`config.mk`:
```
export PLATFORM = sky130hd
export DESIGN_NAME = rtcm_top
export DESIGN_NICKNAME = d
export VERILOG_FILES = /design/src/design/rtcm_pkg.sv /design/src/design/rtcm_top.sv
export SDC_FILE = /design/constraint.sdc
export NUM_CORES = 1
export LEC_CHECK = 0
export BUFFER_PORTS_ARGS = -buffer_cell sky130_fd_sc_hd__buf_2
export CORE_MARGIN = 4
export CORE_UTILIZATION = 48
export CTS_BUF_LIST = sky130_fd_sc_hd__clkbuf_2
export DETAILED_ROUTE_END_ITERATION = 16
export PLACE_DENSITY_LB_ADDON = 0.05
export SLEW_MARGIN = 40
export SYNTH_ARGS = -nofsm -noshare
export SYNTH_HDL_FRONTEND = slang
export SYNTH_SLANG_ARGS = --single-unit
```
`constraint.sdc`:
```
create_clock -name clock_i -period 4.86 [get_ports clock_i]
set_input_delay 0.243 -clock clock_i [delete_from_list [all_inputs] [get_ports clock_i]]
set_output_delay 0.243 -clock clock_i [all_outputs]
set_load 0.05 [all_outputs]
```
`src/design/rtcm_pkg.sv`:
```
// Register map and constants for the RTC mode and interrupt setup block
package rtcm_pkg;
  // Byte address = {register_select, index, 2'b00}
  localparam int ADDR_W = 8;
  localparam logic [4:0] IDX_RTMODE = 5'h01;
  localparam logic [4:0] IDX_PFLAG = 5'h03;
  localparam logic [4:0] IDX_PIE = 5'h03;
  localparam logic [4:0] IDX_CIE = 5'h04;
  localparam logic [4:0] IDX_STAT = 5'h10;
  localparam logic [4:0] IDX_TEST = 5'h1f;
  localparam logic RS_RTMODE = 1'b1;
  localparam logic RS_PFLAG = 1'b0;
  localparam logic RS_PIE = 1'b1;
  localparam logic RS_CIE = 1'b1;
  localparam logic RS_STAT = 1'b1;
  // Bit positions
  localparam int PF_TEST_B = 7;
  localparam int PF_OSC_B = 6;
  localparam int RTM_BKUP_B = 4;
  localparam int RTM_CLK_B = 3;
  localparam int CIE_PF_B = 7;
  localparam int CIE_ALM_B = 6;
  localparam int TST_OSCDIS_B = 0;
  localparam int NPER = 6;
  // Reset values
  localparam logic [7:0] RST_BYTE = 8'h00;
  localparam logic RST_SINGLE = 1'b1;
  // Responses
  localparam logic [1:0] RESP_OKAY = 2'h0;
  localparam logic [1:0] RESP_SLVERR = 2'h2;
  typedef enum logic [1:0] {
    WS_IDLE = 2'h0,
    WS_TAKE = 2'h1,
    WS_RESP = 2'h3
  } rtcm_wstate_t;
endpackage

```
`src/design/rtcm_top.sv`:
```
// RTC mode, test and interrupt enable control with an AXI4-Lite slave
`timescale 1ns/1ps
module rtcm_top
  import rtcm_pkg::*;
(
  // Clock and reset
  input wire logic clock_i,
  input wire logic rst_i,
  // AXI4-Lite write channels
  input wire logic [ADDR_W-1:0] s_axi_awaddr_i,
  input wire logic s_axi_awvalid_i,
  output logic s_axi_awready_o,
  input wire logic [31:0] s_axi_wdata_i,
  input wire logic [3:0] s_axi_wstrb_i,
  input wire logic s_axi_wvalid_i,
  output logic s_axi_wready_o,
  output logic [1:0] s_axi_bresp_o,
  output logic s_axi_bvalid_o,
  input wire logic s_axi_bready_i,
  // AXI4-Lite read channels
  input wire logic [ADDR_W-1:0] s_axi_araddr_i,
  input wire logic s_axi_arvalid_i,
  output logic s_axi_arready_o,
  output logic [31:0] s_axi_rdata_o,
  output logic [1:0] s_axi_rresp_o,
  output logic s_axi_rvalid_o,
  input wire logic s_axi_rready_i,
  // Oscillator, counters and supply
  input wire logic osc_running_i,
  input wire logic [NPER-1:0] rollover_i,
  input wire logic [5:0] counter_eq_i,
  input wire logic battery_above_main_i,
  // Control and interrupt outputs
  output logic clock_run_o,
  output logic test_mode_o,
  output logic osc_fail_disable_o,
  output logic battery_backed_o,
  output logic power_fail_input_en_o,
  output logic [5:0] compare_eq_o,
  output logic periodic_irq_o,
  output logic alarm_irq_o,
  output logic power_fail_irq_o
);

  function automatic logic hit(input logic [ADDR_W-1:0] a, input logic rs,
                               input logic [4:0] idx);
    hit = (a[1:0] == 2'h0) && (a[7] == rs) && (a[6:2] == idx);
  endfunction

  // The test register answers on either register select
  function automatic logic tst_hit(input logic [ADDR_W-1:0] a);
    tst_hit = (a[1:0] == 2'h0) && (a[6:2] == IDX_TEST);
  endfunction

  rtcm_wstate_t ws_q, ws_d;
  logic [7:0] rtm_q;
  logic [7:0] pie_q;
  logic [7:0] cie_q;
  logic [7:0] tst_q;
  logic test_q;
  logic batt_q;
  logic [NPER-1:0] pflag_q;
  logic awready_q, arready_q, rvalid_q, bvalid_q;
  logic [31:0] rdata_q;
  logic [1:0] rresp_q, bresp_q;
  logic per_irq_q, alm_irq_q, pf_irq_q;
  logic [5:0] ceq_q;

  // Write decode
  // Address and data still stand through the take cycle, so they are decoded live
  wire wr_fire = (ws_q == WS_TAKE);
  wire [7:0] wb = s_axi_wdata_i[7:0];
  wire wlane = s_axi_wstrb_i[0];
  wire w_rtm = wr_fire && wlane && hit(s_axi_awaddr_i, RS_RTMODE, IDX_RTMODE);
  wire w_pfl = wr_fire && wlane && hit(s_axi_awaddr_i, RS_PFLAG, IDX_PFLAG);
  wire w_pie = wr_fire && wlane && hit(s_axi_awaddr_i, RS_PIE, IDX_PIE);
  wire w_cie = wr_fire && wlane && hit(s_axi_awaddr_i, RS_CIE, IDX_CIE);
  wire w_tst = wr_fire && wlane && tst_hit(s_axi_awaddr_i);
  wire w_ok = hit(s_axi_awaddr_i, RS_RTMODE, IDX_RTMODE)
              || hit(s_axi_awaddr_i, RS_PFLAG, IDX_PFLAG)
              || hit(s_axi_awaddr_i, RS_PIE, IDX_PIE)
              || hit(s_axi_awaddr_i, RS_CIE, IDX_CIE)
              || hit(s_axi_awaddr_i, RS_STAT, IDX_STAT)
              || tst_hit(s_axi_awaddr_i);

  // Oscillator fail is masked only by the test-mode disable
  wire osc_fail = !osc_running_i && !tst_q[TST_OSCDIS_B];
  wire standby = batt_q && battery_above_main_i;

  // During standby the backup bit stands in for the enables
  wire pf_en = standby ? rtm_q[RTM_BKUP_B] : cie_q[CIE_PF_B];
  wire alm_en = standby ? rtm_q[RTM_BKUP_B] : cie_q[CIE_ALM_B];
  wire [NPER-1:0] per_en = standby ? {NPER{rtm_q[RTM_BKUP_B]}} : pie_q[NPER-1:0];

  // Compare: disabled comparators report equal
  wire [5:0] ceq = ~cie_q[5:0] | counter_eq_i;
  wire alarm_hit = alm_en && (|cie_q[5:0]) && (&ceq);

  // Read decode
  wire rd_take = s_axi_arvalid_i && arready_q;
  wire r_rtm = hit(s_axi_araddr_i, RS_RTMODE, IDX_RTMODE);
  wire r_pfl = hit(s_axi_araddr_i, RS_PFLAG, IDX_PFLAG);
  wire r_pie = hit(s_axi_araddr_i, RS_PIE, IDX_PIE);
  wire r_cie = hit(s_axi_araddr_i, RS_CIE, IDX_CIE);
  wire r_sta = hit(s_axi_araddr_i, RS_STAT, IDX_STAT);
  wire r_tst = tst_hit(s_axi_araddr_i);
  wire r_ok = r_rtm || r_pfl || r_pie || r_cie || r_sta || r_tst;
  wire [7:0] pfl_rd = {test_q, osc_fail, 6'h00} | {2'h0, pflag_q};
  wire [7:0] sta_rd = {3'h0, standby, osc_fail, !batt_q, test_q, rtm_q[RTM_CLK_B]};
  wire [7:0] rd_byte = r_rtm ? rtm_q :
                       r_pfl ? pfl_rd :
                       r_pie ? pie_q :
                       r_cie ? cie_q :
                       r_sta ? sta_rd :
                       r_tst ? tst_q : RST_BYTE;
  wire pfl_clr = rd_take && r_pfl;

  // Write channel sequencing: take address and data together
  always_comb begin
    ws_d = ws_q;
    case (ws_q)
      WS_IDLE: begin
        if (s_axi_awvalid_i && s_axi_wvalid_i) begin
          ws_d = WS_TAKE;
        end
      end
      WS_TAKE: begin
        ws_d = WS_RESP;
      end
      WS_RESP: begin
        if (s_axi_bready_i) begin
          ws_d = WS_IDLE;
        end
      end
      default: begin
        ws_d = WS_IDLE;
      end
    endcase
  end

  // Write state and its ready strobe
  always_ff @(posedge clock_i) begin
    if (rst_i) begin
      ws_q <= WS_IDLE;
      awready_q <= 1'b0;
    end else begin
      ws_q <= ws_d;
      awready_q <= (ws_d == WS_TAKE);
    end
  end

  // Write response, captured while address and data still stand
  always_ff @(posedge clock_i) begin
    if (rst_i) begin
      bvalid_q <= 1'b0;
      bresp_q <= RESP_OKAY;
    end else begin
      bvalid_q <= (ws_d == WS_RESP);
      if (wr_fire) begin
        bresp_q <= w_ok ? RESP_OKAY : RESP_SLVERR;
      end
    end
  end

  // Read channel
  // No new address is taken while an answer still waits for rready
  always_ff @(posedge clock_i) begin
    if (rst_i) begin
      arready_q <= 1'b0;
      rvalid_q <= 1'b0;
      rdata_q <= 32'h0;
      rresp_q <= RESP_OKAY;
    end else begin
      arready_q <= s_axi_arvalid_i && !arready_q && !rvalid_q;
      if (rd_take) begin
        rvalid_q <= 1'b1;
        rdata_q <= {24'h0, rd_byte};
        rresp_q <= r_ok ? RESP_OKAY : RESP_SLVERR;
      end else if (s_axi_rready_i) begin
        rvalid_q <= 1'b0;
      end
    end
  end

  // Real time mode register
  always_ff @(posedge clock_i) begin
    if (rst_i) begin
      rtm_q <= RST_BYTE;
    end else if (w_rtm) begin
      rtm_q[7:4] <= wb[7:4];
      rtm_q[2:0] <= wb[2:0];
      // A start is refused while the oscillator has failed
      rtm_q[RTM_CLK_B] <= wb[RTM_CLK_B] && !osc_fail;
    end
  end

  // Periodic and compare enables
  always_ff @(posedge clock_i) begin
    if (rst_i) begin
      pie_q <= RST_BYTE;
      cie_q <= RST_BYTE;
    end else begin
      if (w_pie) begin
        pie_q <= wb;
      end
      if (w_cie) begin
        cie_q <= wb;
      end
    end
  end

  // Test mode and supply selection share the periodic flag register
  always_ff @(posedge clock_i) begin
    if (rst_i) begin
      test_q <= 1'b0;
      batt_q <= !RST_SINGLE;
    end else if (w_pfl) begin
      test_q <= wb[PF_TEST_B];
      if (wb[PF_OSC_B]) begin
        batt_q <= 1'b0;
      end else if (!osc_fail) begin
        batt_q <= 1'b1;
      end
    end
  end

  // Test conditions only change while test mode is entered
  always_ff @(posedge clock_i) begin
    if (rst_i) begin
      tst_q <= RST_BYTE;
    end else if (w_tst && test_q) begin
      tst_q <= wb;
    end
  end

  // Periodic flags: rollover sets, read clears, set wins
  genvar gi;
  generate
    for (gi = 0; gi < NPER; gi++) begin : g_per
      always_ff @(posedge clock_i) begin
        if (rst_i) begin
          pflag_q[gi] <= 1'b0;
        end else if (rollover_i[gi] && per_en[gi]) begin
          pflag_q[gi] <= 1'b1;
        end else if (pfl_clr) begin
          pflag_q[gi] <= 1'b0;
        end
      end
    end
  endgenerate

  // Interrupt and status outputs
  always_ff @(posedge clock_i) begin
    if (rst_i) begin
      per_irq_q <= 1'b0;
      alm_irq_q <= 1'b0;
      pf_irq_q <= 1'b0;
      ceq_q <= 6'h00;
    end else begin
      per_irq_q <= |(pflag_q & per_en);
      alm_irq_q <= alarm_hit;
      pf_irq_q <= pf_en && battery_above_main_i;
      ceq_q <= ceq;
    end
  end

  // Every output leaves straight from a flop
  assign s_axi_awready_o = awready_q;
  assign s_axi_wready_o = awready_q;
  assign s_axi_bvalid_o = bvalid_q;
  assign s_axi_bresp_o = bresp_q;
  assign s_axi_arready_o = arready_q;
  assign s_axi_rvalid_o = rvalid_q;
  assign s_axi_rdata_o = rdata_q;
  assign s_axi_rresp_o = rresp_q;
  assign clock_run_o = rtm_q[RTM_CLK_B];
  assign test_mode_o = test_q;
  assign osc_fail_disable_o = tst_q[TST_OSCDIS_B];
  assign battery_backed_o = batt_q;
  assign power_fail_input_en_o = cie_q[CIE_PF_B];
  assign compare_eq_o = ceq_q;
  assign periodic_irq_o = per_irq_q;
  assign alarm_irq_o = alm_irq_q;
  assign power_fail_irq_o = pf_irq_q;

endmodule

```
# Word level (Yosys, flattened, before mapping)
# Index checks and enable logic that the tools add are counted.
dict set report op_classes {
  mux 25
  n_bitwise 6
  n_eq_ne 15
  reduce_logical 70
}
# cell n
set ops {}
lappend ops {{$mux 8} 6}
lappend ops {{$logic_and 1x1->1} 40}
lappend ops {{$eq 5x5->1 const B} 4}
lappend ops {{$reduce_bool 2->1} 7}
lappend ops {{$mux 1} 13}
lappend ops {{$reduce_or 6->1} 2}
lappend ops {{$eq 5x1->1 const B} 2}
lappend ops {{$eq 5x2->1 const B} 2}
lappend ops {{$eq 5x3->1 const B} 2}
lappend ops {{$logic_or 1x1->1} 10}
lappend ops {{$mux 2} 4}
lappend ops {{$or 8x6->8} 1}
lappend ops {{$and 6x6->6} 1}
lappend ops {{$logic_not 1->1} 6}
lappend ops {{$logic_not 2->1} 3}
lappend ops {{$mux 6} 1}
lappend ops {{$not 6->6} 1}
lappend ops {{$or 6x6->6} 1}
lappend ops {{$pmux 2 s3} 1}
lappend ops {{$reduce_and 6->1} 1}
lappend ops {{$eq 2x1->1 const B} 2}
lappend ops {{$eq 2x2->1 const B} 2}
lappend ops {{$ne 2x2->1 const B} 1}
lappend ops {{$not 1->1} 2}
lappend ops {{$reduce_and 2->1} 1}
dict set report totals {
  inputBits 73
  reg_bits 67
  wordCells 140
}

# Longest topological paths before layout
# Gate-level depths: netlist of the first run.
dict set report depth {
  depth_word 9
  mapped_depth 7
  depth_no_buf 5
}

# Worst setup path after synthesis of the first run
# Ideal clock, no wire load.
dict set report synth_path {
  path_type {flip-flop to flip-flop}
  startpoint {reg test_q (netlist: test_mode_o)}
  endpoint {reg tst_q[0]}
  stages_incl_launch_ff 6
  slack_ns 3.159
  period_less_slack_ns 1.701
  required_ns 4.732
  t_arrival_ns 1.573
  n_path_buf 1
  cell_sequence {dfxtp_1 -> nand4_1 -> or4_1 -> buf_2 -> mux2i_1 -> nor2_1}
}
dict set report synth_between {
  elab_chain_cells 1
}
# element line_no
set synth_rtl {}
lappend synth_rtl {{start: declaration} rtcm_top.sv:60} ;# logic test_q;
lappend synth_rtl {{start signal: assignment} rtcm_top.sv:218} ;# test_q <= wb[PF_TEST_B];
lappend synth_rtl {{$logic_and 1x1->1} rtcm_top.sv:231} ;# end else if (w_tst && test_q) begin
lappend synth_rtl {{end signal: assignment} rtcm_top.sv:232} ;# tst_q <= wb;
lappend synth_rtl {{end: declaration} rtcm_top.sv:59} ;# logic [7:0] tst_q;
# Every way passes these cells.
# A chain may end at the register's enable or synchronous reset.

# Final worst setup path of the first run
dict set report layout_path {
  startpoint {reg ws_q[1]}
  endpoint {reg pie_q[6]}
}
dict set report layout_between {
  elab_chain_cells 3
}
# element line_no
set layout_rtl {}
lappend layout_rtl {{start: declaration} rtcm_top.sv:55} ;# rtcm_wstate_t ws_q, ws_d;
lappend layout_rtl {{start signal: assignment} rtcm_top.sv:147} ;# ws_q <= ws_d;
lappend layout_rtl {{$eq 2x1->1} rtcm_top.sv:71} ;# wire wr_fire = (ws_q == WS_TAKE);
lappend layout_rtl {{$logic_and 1x1->1 (2 in series)} rtcm_top.sv:76} ;# wire w_pie = wr_fire && wlane && hit(s_axi_awaddr_i, RS_PIE, IDX_PIE);
lappend layout_rtl {{end signal: assignment} rtcm_top.sv:204} ;# pie_q <= wb;
lappend layout_rtl {{end: declaration} rtcm_top.sv:57} ;# logic [7:0] pie_q;
# Every way passes these cells.

==> results.yml, run 1 <==
status:
  status: "completed"
hold_path:
  hold-path-endpoint: "compare_eq_o[5]$_SDFF_PP0_"
  whs_path_depth: 3
  hold_path_class: "in2reg"
  holdCritStartpoint: "counter_eq_i[5]"
placed_design:
  port_buffers: 74
  place.detailed.hpwl_mm: 6.37
  dp.cells: 506
  pre_cts_ws_ps: 2660
  gp_congestion: 0.923
final_layout:
  layout.area.seq_sq_um: 1300
  stdcell_count: 544
  finish.net_count: 536
  num-fill-cells: 633
  multiInputGateArea_sq_um: 1750
  antenna_cells: 0
  area_growth_pct: 19.1
  drive_gt1_share_pct: 19.9
cts:
  clock_path_buffers: 2
  cts-root-buf: "clkbuf_2"
  clk_pin_slew_ps: 200
  worst_skew_pair.late_latency_ps: 520
  cts-resized-gates: 0
  cts_sinks: 65
  tritoncts: "done"
  cts-buffers-inserted: 9
  cts_max_level: 3
power:
  powerDensity_nw_per_um2: 268
  max-vdd-ir-drop_mv: 0.196
  p_leak_nw: 1.77
logic_synthesis:
  synth_area_leaders: "dfxtp_1, mux2i_1, buf_4"
  syn_inst: 374
  synth_ff_type: "dfxtp_1"
  ys_ff_latch: 65
  syn_avg_cell_area_sq_um: 8.69
  synth.top_cell.area_share_pct: 40.0
  synth_area_sq_um: 3250
  async_flop_share_pct: 0
  yosysUniqueCellTypes: 52
  synth-edff-count: 0
  yosys.area.top_type: "dfxtp_1"
  ys_seq_area_share_pct: 40.0
  ys_warn_count: 0
floorplan:
  die-area_sq_um: 8150
  core_area_sq_um: 6460
  die_y_um: 90.3
  ios: 128
  rows: 29
  dieWidth_um: 90.3
  initial_core_util_pct: 50.3
timing:
  slew_viol_final: 0
  min_period_ps: 2000
  finalSetupViolCount: 0
  rsz0062_at_grt: "false"
  setup_slack_ps: 2860
  fin_worst_skew_ps: 33.1
  tightest_slew_ps: 760
  fin_tns_setup_ps: 0
  max_freq_mhz: 500
  slew_headroom_pct: 49.2
  finalCritPeriodShare_pct: 41.2
  hold_violations: 0
setup_path:
  endpoint_kind: "flip-flop"
  start_kind: "flip-flop"
  path_class: "reg2reg"
  ff2ff_path_depth: 5
  r2r-end: "pie_q[6]$_SDFFE_PP0P_"
  crit_required_ps: 5260
  rrSetupSlack_ps: 2860
  crit_fanout: 9
  cp.arrival_ps: 2410
  r2r-start: "ws_q[1]$_SDFF_PP0_"
  startpoint: "ws_q[1]$_SDFF_PP0_"
global_routing:
  antenna_found_initial: 0
  grt_overflow: 0
  grt_usage_pct: 22.5
  grt_max_degree: 64
  grt_pass1_wl_mm: 14.8
  grt_pass1_vias: 2898
drt:
  post-route-drc-count: 0
  drt_wl_total_mm: 8.93
  num_vias: 3028
  drt_iter0_drc: 189
  drtAntennaViolNets: 0
  routed_via_density: 5.57
  dr.pass1.iters: 5
  wl_per_cell_um: 16.4
job:
  cap_viol_max_count: 0
==> per-stage QoR <==
stage          hold slack, ps  cell area (sq um)  util [%]  total power [mW]
2_1_floorplan             336               3340         -             0.684
3_3_place_gp              424               3530      54.7             0.710
3_5_place_dp              432               3540      54.7             0.711
4_1_cts                  14.0               3870      60.0              1.04
5_1_grt                  8.69               3870      60.0              1.09
6_report                 20.4               3870      60.0              1.04
==> state kept, by name (all words and copies together), names as in the netlist, 2 cells and up <==
register       count
rtm_q              8
s_axi_rdata_o      8
cie_q              8
ws_q               2
tst_q              8
pflag_q            6
pie_q              8
compare_eq_o       6
==> synth_stat cells (5+ instances only) <==
cell type  count
nor2_1        53
clkbuf_1      12
dfxtp_1       65
a21o_1         6
buf_4         27
mux2i_1       30
nor3_1        10
nor2b_1        9
nand3_1        8
nand2_1       18
a2111oi_0      6
a221oi_1       5
a21oi_1       19
a22oi_1       13
nor3b_1        6
o21ai_0       14
nand2b_1       8
==> what timing repair did <==
| action | 4_1_cts | 5_1_grt |
|---|---|---|
| hold endpoints to repair | 28 | 0 |
| hold buffers | 23 | 0 |
| buffers inserted | 0 | 0 |
==> worst max path at each step <==
stage	slack, ps	endpoint	cells after the start
floorplan	3160	tst_q[0]$_SDFFE_PP0P_	5
global placement	2630	rtm_q[3]$_SDFFE_PP0P_	6
detailed placement	2660	rtm_q[3]$_SDFFE_PP0P_	6
CTS	2880	pie_q[6]$_SDFFE_PP0P_	5
global route	2720	pie_q[6]$_SDFFE_PP0P_	5
finish	2860	pie_q[6]$_SDFFE_PP0P_	5
==> cells in the final DEF (no fill, tap or decap), drive strengths merged, types with 4 or more instances in the layout <==
cell type / instances
clkbuf: 10
dfxtp: 65
o21ai: 15
nor4: 4
dlygate4sd3: 23
nor2b: 9
a21oi: 20
nand4: 4
inv: 5
a21o: 6
nand2: 18
and2: 4
mux2i: 30
nor2: 53
conb: 26
nor3: 10
nor3b: 7
a221oi: 5
or4: 4
nand2b: 8
buf: 74
nand3: 8
a22oi: 13
a2111oi: 6
==> report_power, final <==
part	leakage, nW	internal, mW	switching [mW]	total [mW]
clock network	0.0698	0.118	0.202	0.320
logic	1.18	0.0465	0.124	0.170
registers	0.527	0.542	0.00368	0.546
==> per-layer routing <==
layer,routed length [um],global-route usage [%],part of all wire (%)
met1,3890,28.9,44
met2,4300,36.6,48
met3,553,5.58,6.2
met4,186,8.67,2.1
met5,0,0,0
==> cell families (layout without fill, tap and decap cells) <==
logic type | after synthesis | in the layout | synth area share [%]
simple gates | 144 | 144 | 23.6
mux | 30 | 30 | 9.24
other cells | 1 | 26 | 0.115
flops | 65 | 65 | 40.0
compound gates | 86 | 86 | 18.1
buf+inv | 48 | 116 | 9.01
==> layout make-up <==
| cell class | instances | area share, % |
|---|---|---|
| Multi-Input combinational cell | 286 | 45.2 |
| Sequential cell | 65 | 33.6 |
| Timing Repair Buffer | 97 | 15.6 |
| Tap cell | 77 | 2.49 |
| Clock inverter | 5 | 1.45 |
| Clock buffer | 10 | 1.29 |
| Inverter | 4 | 0.388 |
==> critical path, cell delays in order, from the launching register on <==
cell and delay [ps]:
dfxtp_1 370, and2b_1 300, nand4_1 350, nor2_1 560, mux2i_1 260, nor2_1 50
Note: power is estimated with default switching activity, not from simulation.
==> run 2, diff against run 1 <==
--- a/config.mk
+++ b/config.mk
@@ -5,9 +5,10 @@
 export SDC_FILE = /design/constraint.sdc
 export NUM_CORES = 1
 export LEC_CHECK = 0
+export ABC_AREA = 1
 export BUFFER_PORTS_ARGS = -buffer_cell sky130_fd_sc_hd__buf_2
 export CORE_MARGIN = 4
-export CORE_UTILIZATION = 48
+export CORE_UTILIZATION = 45
 export CTS_BUF_LIST = sky130_fd_sc_hd__clkbuf_2
 export DETAILED_ROUTE_END_ITERATION = 16
 export PLACE_DENSITY_LB_ADDON = 0.05
==> constraint.sdc (replaced) <==
create_clock -name clock_i -period 1.7 [get_ports clock_i]
set_input_delay 0.085 -clock clock_i [delete_from_list [all_inputs] [get_ports clock_i]]
set_output_delay 0.085 -clock clock_i [all_outputs]
set_load 0.05 [all_outputs]
==> results.yml, run 2 <==
status:
  status: "completed"
logic_synthesis:
  synth_ff_type: "dfxtp_1"
  syn_avg_cell_area_sq_um: 7.07
  syn_inst: 454
  synth_area_sq_um: 3210
  yosysUniqueCellTypes: 39
  synth-edff-count: 0
  ys_seq_area_share_pct: 40.5
  async_flop_share_pct: 0
  synth.most_common_cell: "nand2_1"
  synth_area_leaders: "dfxtp_1, nand2_1, a21oi_1"
  synth.top_cell.area_share_pct: 40.5
  ys_ff_latch: 65
  ys_warn_count: 0
  yosys.area.top_type: "dfxtp_1"
  synthTopCellsByCount: "nand2_1, dfxtp_1, inv_1"
drt:
  routed_via_density: 4.83
  drt_wl_total_mm: 8.90
  post-route-drc-count: 0
  dr.pass1.iters: 5
  num_vias: 3206
  drtAntennaViolNets: 0
  wl_per_cell_um: 13.4
  drt_iter0_drc: 158
power:
  p_leak_nw: 1.99
  powerDensity_nw_per_um2: 728
  total_power_mw: 2.92
  max-vdd-ir-drop_mv: 0.405
placed_design:
  dp.cells: 618
  place.detailed.hpwl_mm: 6.67
  pre_cts_ws_ps: 242
  port_buffers: 74
  gp_congestion: 0.928
floorplan:
  dieWidth_um: 92.5
  die-area_sq_um: 8550
  rows: 30
  ios: 128
  core_area_sq_um: 6870
  initial_core_util_pct: 46.7
  die_y_um: 92.5
timing:
  tightest_slew_ps: 518
  rsz0062_at_grt: "false"
  finalCritPeriodShare_pct: 92.6
  finalSetupViolCount: 0
  fin_worst_skew_ps: 15.9
  min_period_ps: 1570
  slew_viol_final: 0
  max_freq_mhz: 636
  slew_headroom_pct: 65.3
  hold_violations: 0
  setup_slack_ps: 126
  fin_tns_setup_ps: 0
setup_path:
  crit_required_ps: 2130
  endpoint_kind: "flip-flop"
  path_class: "reg2reg"
  ff2ff_path_depth: 7
  cp.arrival_ps: 2000
  start_kind: "flip-flop"
  crit_fanout: 6
hold_path:
  whs_path_depth: 4
  hold_path_class: "in2reg"
cts:
  cts-buffers-inserted: 9
  cts-root-buf: "clkbuf_2"
  cts_max_level: 3
  cts_sinks: 65
  clock_path_buffers: 2
  worst_skew_pair.late_latency_ps: 490
  clk_pin_slew_ps: 180
  tritoncts: "done"
global_routing:
  grt_overflow: 0
  grt_usage_pct: 21.6
  antenna_found_initial: 0
  grt_pass1_wl_mm: 14.4
  grt_pass1_vias: 3051
  grt_max_degree: 26
final_layout:
  layout_common_cells: "nand2_1, buf_2, dfxtp_1"
  area_growth_pct: 25.0
  layout.area.seq_sq_um: 1300
  num-fill-cells: 686
  final_common_cell: "nand2_1"
  final_util_pct: 58.4
  finish.net_count: 638
  stdcell_count: 664
  drive_gt1_share_pct: 21.1
  antenna_cells: 0
  multiInputGateArea_sq_um: 1530
job:
  cap_viol_max_count: 0
[run 2: cell count changes after synthesis, moves of 8 or more]
cell	delta
nand2b_1	-8
a21oi_1	+28
nand3_1	+12
inv_1	+49
nand2_1	+76
mux2i_1	-30
o21ai_0	+27
nor2b_1	-9
nor2_1	-8
a22oi_1	-13
[run 2: critical path, cell delays in order, from the launching register on]
cell and delay, ps:
dfxtp_2 360, inv_1 60, nor2_4 130, nand2_4 90
inv_4 100, nand3_1 80, dlygate4sd3_1 580, a21oi_1 130
[run 2: through the flow]
stage                     hold slack, ps  instance area, sq um
after floorplan                      206                  3300
after global placement               315                  3580
after detailed placement             312                  3580
after CTS                           13.7                  3990
after global routing                21.4                  4010
final                               31.7                  4010
[run 2: worst paths after layout]
path / startpoint / to / slack, ps
min: s_axi_awaddr_i[3] / rtm_q[3]$_SDFFE_PP0P_ / 30
max reg2reg: ws_q[0]$_SDFF_PP0_ / cie_q[7]$_SDFFE_PP0P_ / 130
max: ws_q[0]$_SDFF_PP0_ / cie_q[7]$_SDFFE_PP0P_ / 130
min reg2reg: s_axi_rvalid_o$_SDFFE_PP0P_ / s_axi_arready_o$_SDFF_PP0_ / 440
[run 2: layout make-up]
cell class,count,area share (%)
clock buffers,9,1.12
flip-flops and latches,65,32.5
multi-input cells,320,38.1
clock inverters,5,1.22
well taps,96,3.00
repair buffers,113,18.8
inverters,56,5.34
[run 2: metal layers]
layer | share of wire [%] | up-vias | track usage (%)
li1 | - | 1640 | -
met1 | 46 | 1466 | 27.9
met2 | 48 | 95 | 36.4
met3 | 6.0 | 5 | 5.04
met4 | 0.39 | 0 | 5.20
met5 | 0 | - | 0
[run 2: cells by family after synthesis]
family | count (synthesis) | synth area share [%]
other | 1 | 0.117
AND/OR/NAND/NOR | 190 | 26.9
flip-flops | 65 | 40.5
buffers and inverters | 94 | 15.1
AO/OA/AOI/OAI | 104 | 17.3
[run 2: timing repair]
action                                  4_1_cts  5_1_grt
hold buffers                                 31        0
setup buffers                                 0        1
resized for setup                             0        4
hold endpoints to repair                     55        0
endpoints found under the setup margin        0        2
[run 2: report_power, final]
group	leakage (nW)	internal (mW)	total (mW)	switching, mW
logic	1.40	0.143	0.504	0.361
clock network	0.0648	0.312	0.855	0.542
registers	0.528	1.55	1.56	0.0103
total	1.99	2.01	2.92	0.913
==> run 3, diff against run 2 <==
--- a/config.mk
+++ b/config.mk
@@ -12,6 +12,7 @@
 export CTS_BUF_LIST = sky130_fd_sc_hd__clkbuf_2
 export DETAILED_ROUTE_END_ITERATION = 16
 export PLACE_DENSITY_LB_ADDON = 0.05
+export RECOVER_POWER = 50
 export SLEW_MARGIN = 40
 export SYNTH_ARGS = -nofsm -noshare
 export SYNTH_HDL_FRONTEND = slang
==> results.yml, run 3 (synthesized netlist as in run 2, its figures left out) <==
setup_path:
  path_class: "reg2reg"
  start_kind: "flip-flop"
  endpoint_kind: "flip-flop"
  ff2ff_path_depth: 7
  cp.arrival_ps: 1980
  r2r-start: "ws_q[0]$_SDFF_PP0_"
  r2r-end: "cie_q[7]$_SDFFE_PP0P_"
  startpoint: "ws_q[0]$_SDFF_PP0_"
  crit_required_ps: 2120
  crit_fanout: 6
  rrSetupSlack_ps: 140
final_layout:
  area_growth_pct: 23.5
  antenna_cells: 0
  final_common_cell: "nand2_1"
  drive_gt1_share_pct: 16.2
  layout_common_cells: "nand2_1, dfxtp_1, inv_1"
  layout.area.seq_sq_um: 1300
  num-fill-cells: 709
  finish.net_count: 638
  multiInputGateArea_sq_um: 1520
cts:
  cts_sinks: 65
  clk_pin_slew_ps: 190
  tritoncts: "done"
  cts-root-buf: "clkbuf_2"
  cts_max_level: 3
  cts-buffers-inserted: 9
  clock_path_buffers: 2
  worst_skew_pair.late_latency_ps: 480
timing:
  fin_tns_setup_ps: 0
  slew_viol_final: 0
  tightest_slew_ps: 611
  rsz0062_at_grt: "false"
  fin_worst_skew_ps: 23.8
  hold_violations: 0
  slew_headroom_pct: 59.4
  min_period_ps: 1560
  finalCritPeriodShare_pct: 91.6
  finalSetupViolCount: 0
  setup_slack_ps: 143
  max_freq_mhz: 642
  whs_ps: 49.0
drt:
  post-route-drc-count: 0
  drt_wl_total_mm: 8.98
  drt_iter0_drc: 175
  routed_via_density: 4.84
  drtAntennaViolNets: 0
  dr.pass1.iters: 5
  num_vias: 3214
  wl_per_cell_um: 13.5
global_routing:
  grt_max_degree: 26
  grt_pass1_wl_mm: 14.4
  grt_overflow: 0
  grt_usage_pct: 21.6
  antenna_found_initial: 0
  grt_pass1_vias: 3051
hold_path:
  hold-path-endpoint: "pflag_q[1]$_SDFFE_PP0P_"
  hold_path_class: "in2reg"
  holdCritStartpoint: "rst_i"
  whs_path_depth: 3
floorplan:
  rows: 30
  dieWidth_um: 92.5
  die_y_um: 92.5
  die-area_sq_um: 8550
  initial_core_util_pct: 46.7
  ios: 128
  core_area_sq_um: 6870
placed_design:
  pre_cts_ws_ps: 242
  port_buffers: 74
  gp_congestion: 0.928
  place.detailed.hpwl_mm: 6.67
job:
  cap_viol_max_count: 0
status:
  status: "completed"
power:
  powerDensity_nw_per_um2: 735
  max-vdd-ir-drop_mv: 0.405
  p_leak_nw: 1.89
==> run 3: cell count changes in the layout (fill, tap and decap cells not counted), sizes merged <==
cell    delta
buf       -27
clkbuf    +27
==> run 3: area by class of cell <==
type | count | area share, %
clock buffer | 9 | 1.14
clock inverter | 5 | 1.23
inverter | 56 | 5.40
multi-input combinational | 320 | 38.3
sequential | 65 | 32.8
tap | 96 | 3.03
timing repair buffer | 113 | 18.0
==> run 3: power by group <==
part	leakage, nW	internal (mW)	switching, mW
combinational	1.29	0.135	0.360
clock	0.0648	0.313	0.542
sequential	0.528	1.55	0.0111
total	1.89	2.00	0.914
==> run 3: timing repair <==
item,in CTS,in global routing
hold buffers,31,0
buffers inserted,0,1
resized for setup,0,4
endpoints found under the setup margin,0,2
endpoints found under the hold margin,55,0
==> run 3: how the worst max path moves through the flow <==
stage          slack, ps                       endpoint  depth (start not counted)
2_1_floorplan        100  s_axi_rdata_o[7]$_SDFFE_PP0P_                          6
3_3_place_gp         280          pie_q[0]$_SDFFE_PP0P_                          8
3_5_place_dp         240          pie_q[4]$_SDFFE_PP0P_                          8
4_1_cts               20          cie_q[1]$_SDFFE_PP0P_                          7
5_1_grt               20          cie_q[7]$_SDFFE_PP0P_                          7
6_report             140          cie_q[7]$_SDFFE_PP0P_                          7
==> run 3: per-layer routing <==
layer / up-vias / track usage, % / share of wire, %
li1: 1630 / - / -
met1: 1482 / 27.9 / 46
met2: 97 / 36.4 / 47
met3: 5 / 5.04 / 5.9
met4: 0 / 5.20 / 0.66
met5: - / 0 / 0
==> run 3: stage by stage <==
stage,instances,cell area [sq um],utilization [%],power [mW]
2_1_floorplan,479,3300,-,1.96
3_3_place_gp,618,3580,52.2,2.04
3_5_place_dp,618,3580,52.2,2.04
4_1_cts,663,3990,58.1,2.92
5_1_grt,664,3970,57.7,3.05
6_report,664,3970,57.7,2.91
==> run 3: critical path, stage by stage (launching register included) <==
cell and delay, ps:
dfxtp_2 360, inv_1 60, nor2_4 130, nand2_4 90, inv_4 90, nand3_1 80
dlygate4sd3_1 570, a21oi_1 140
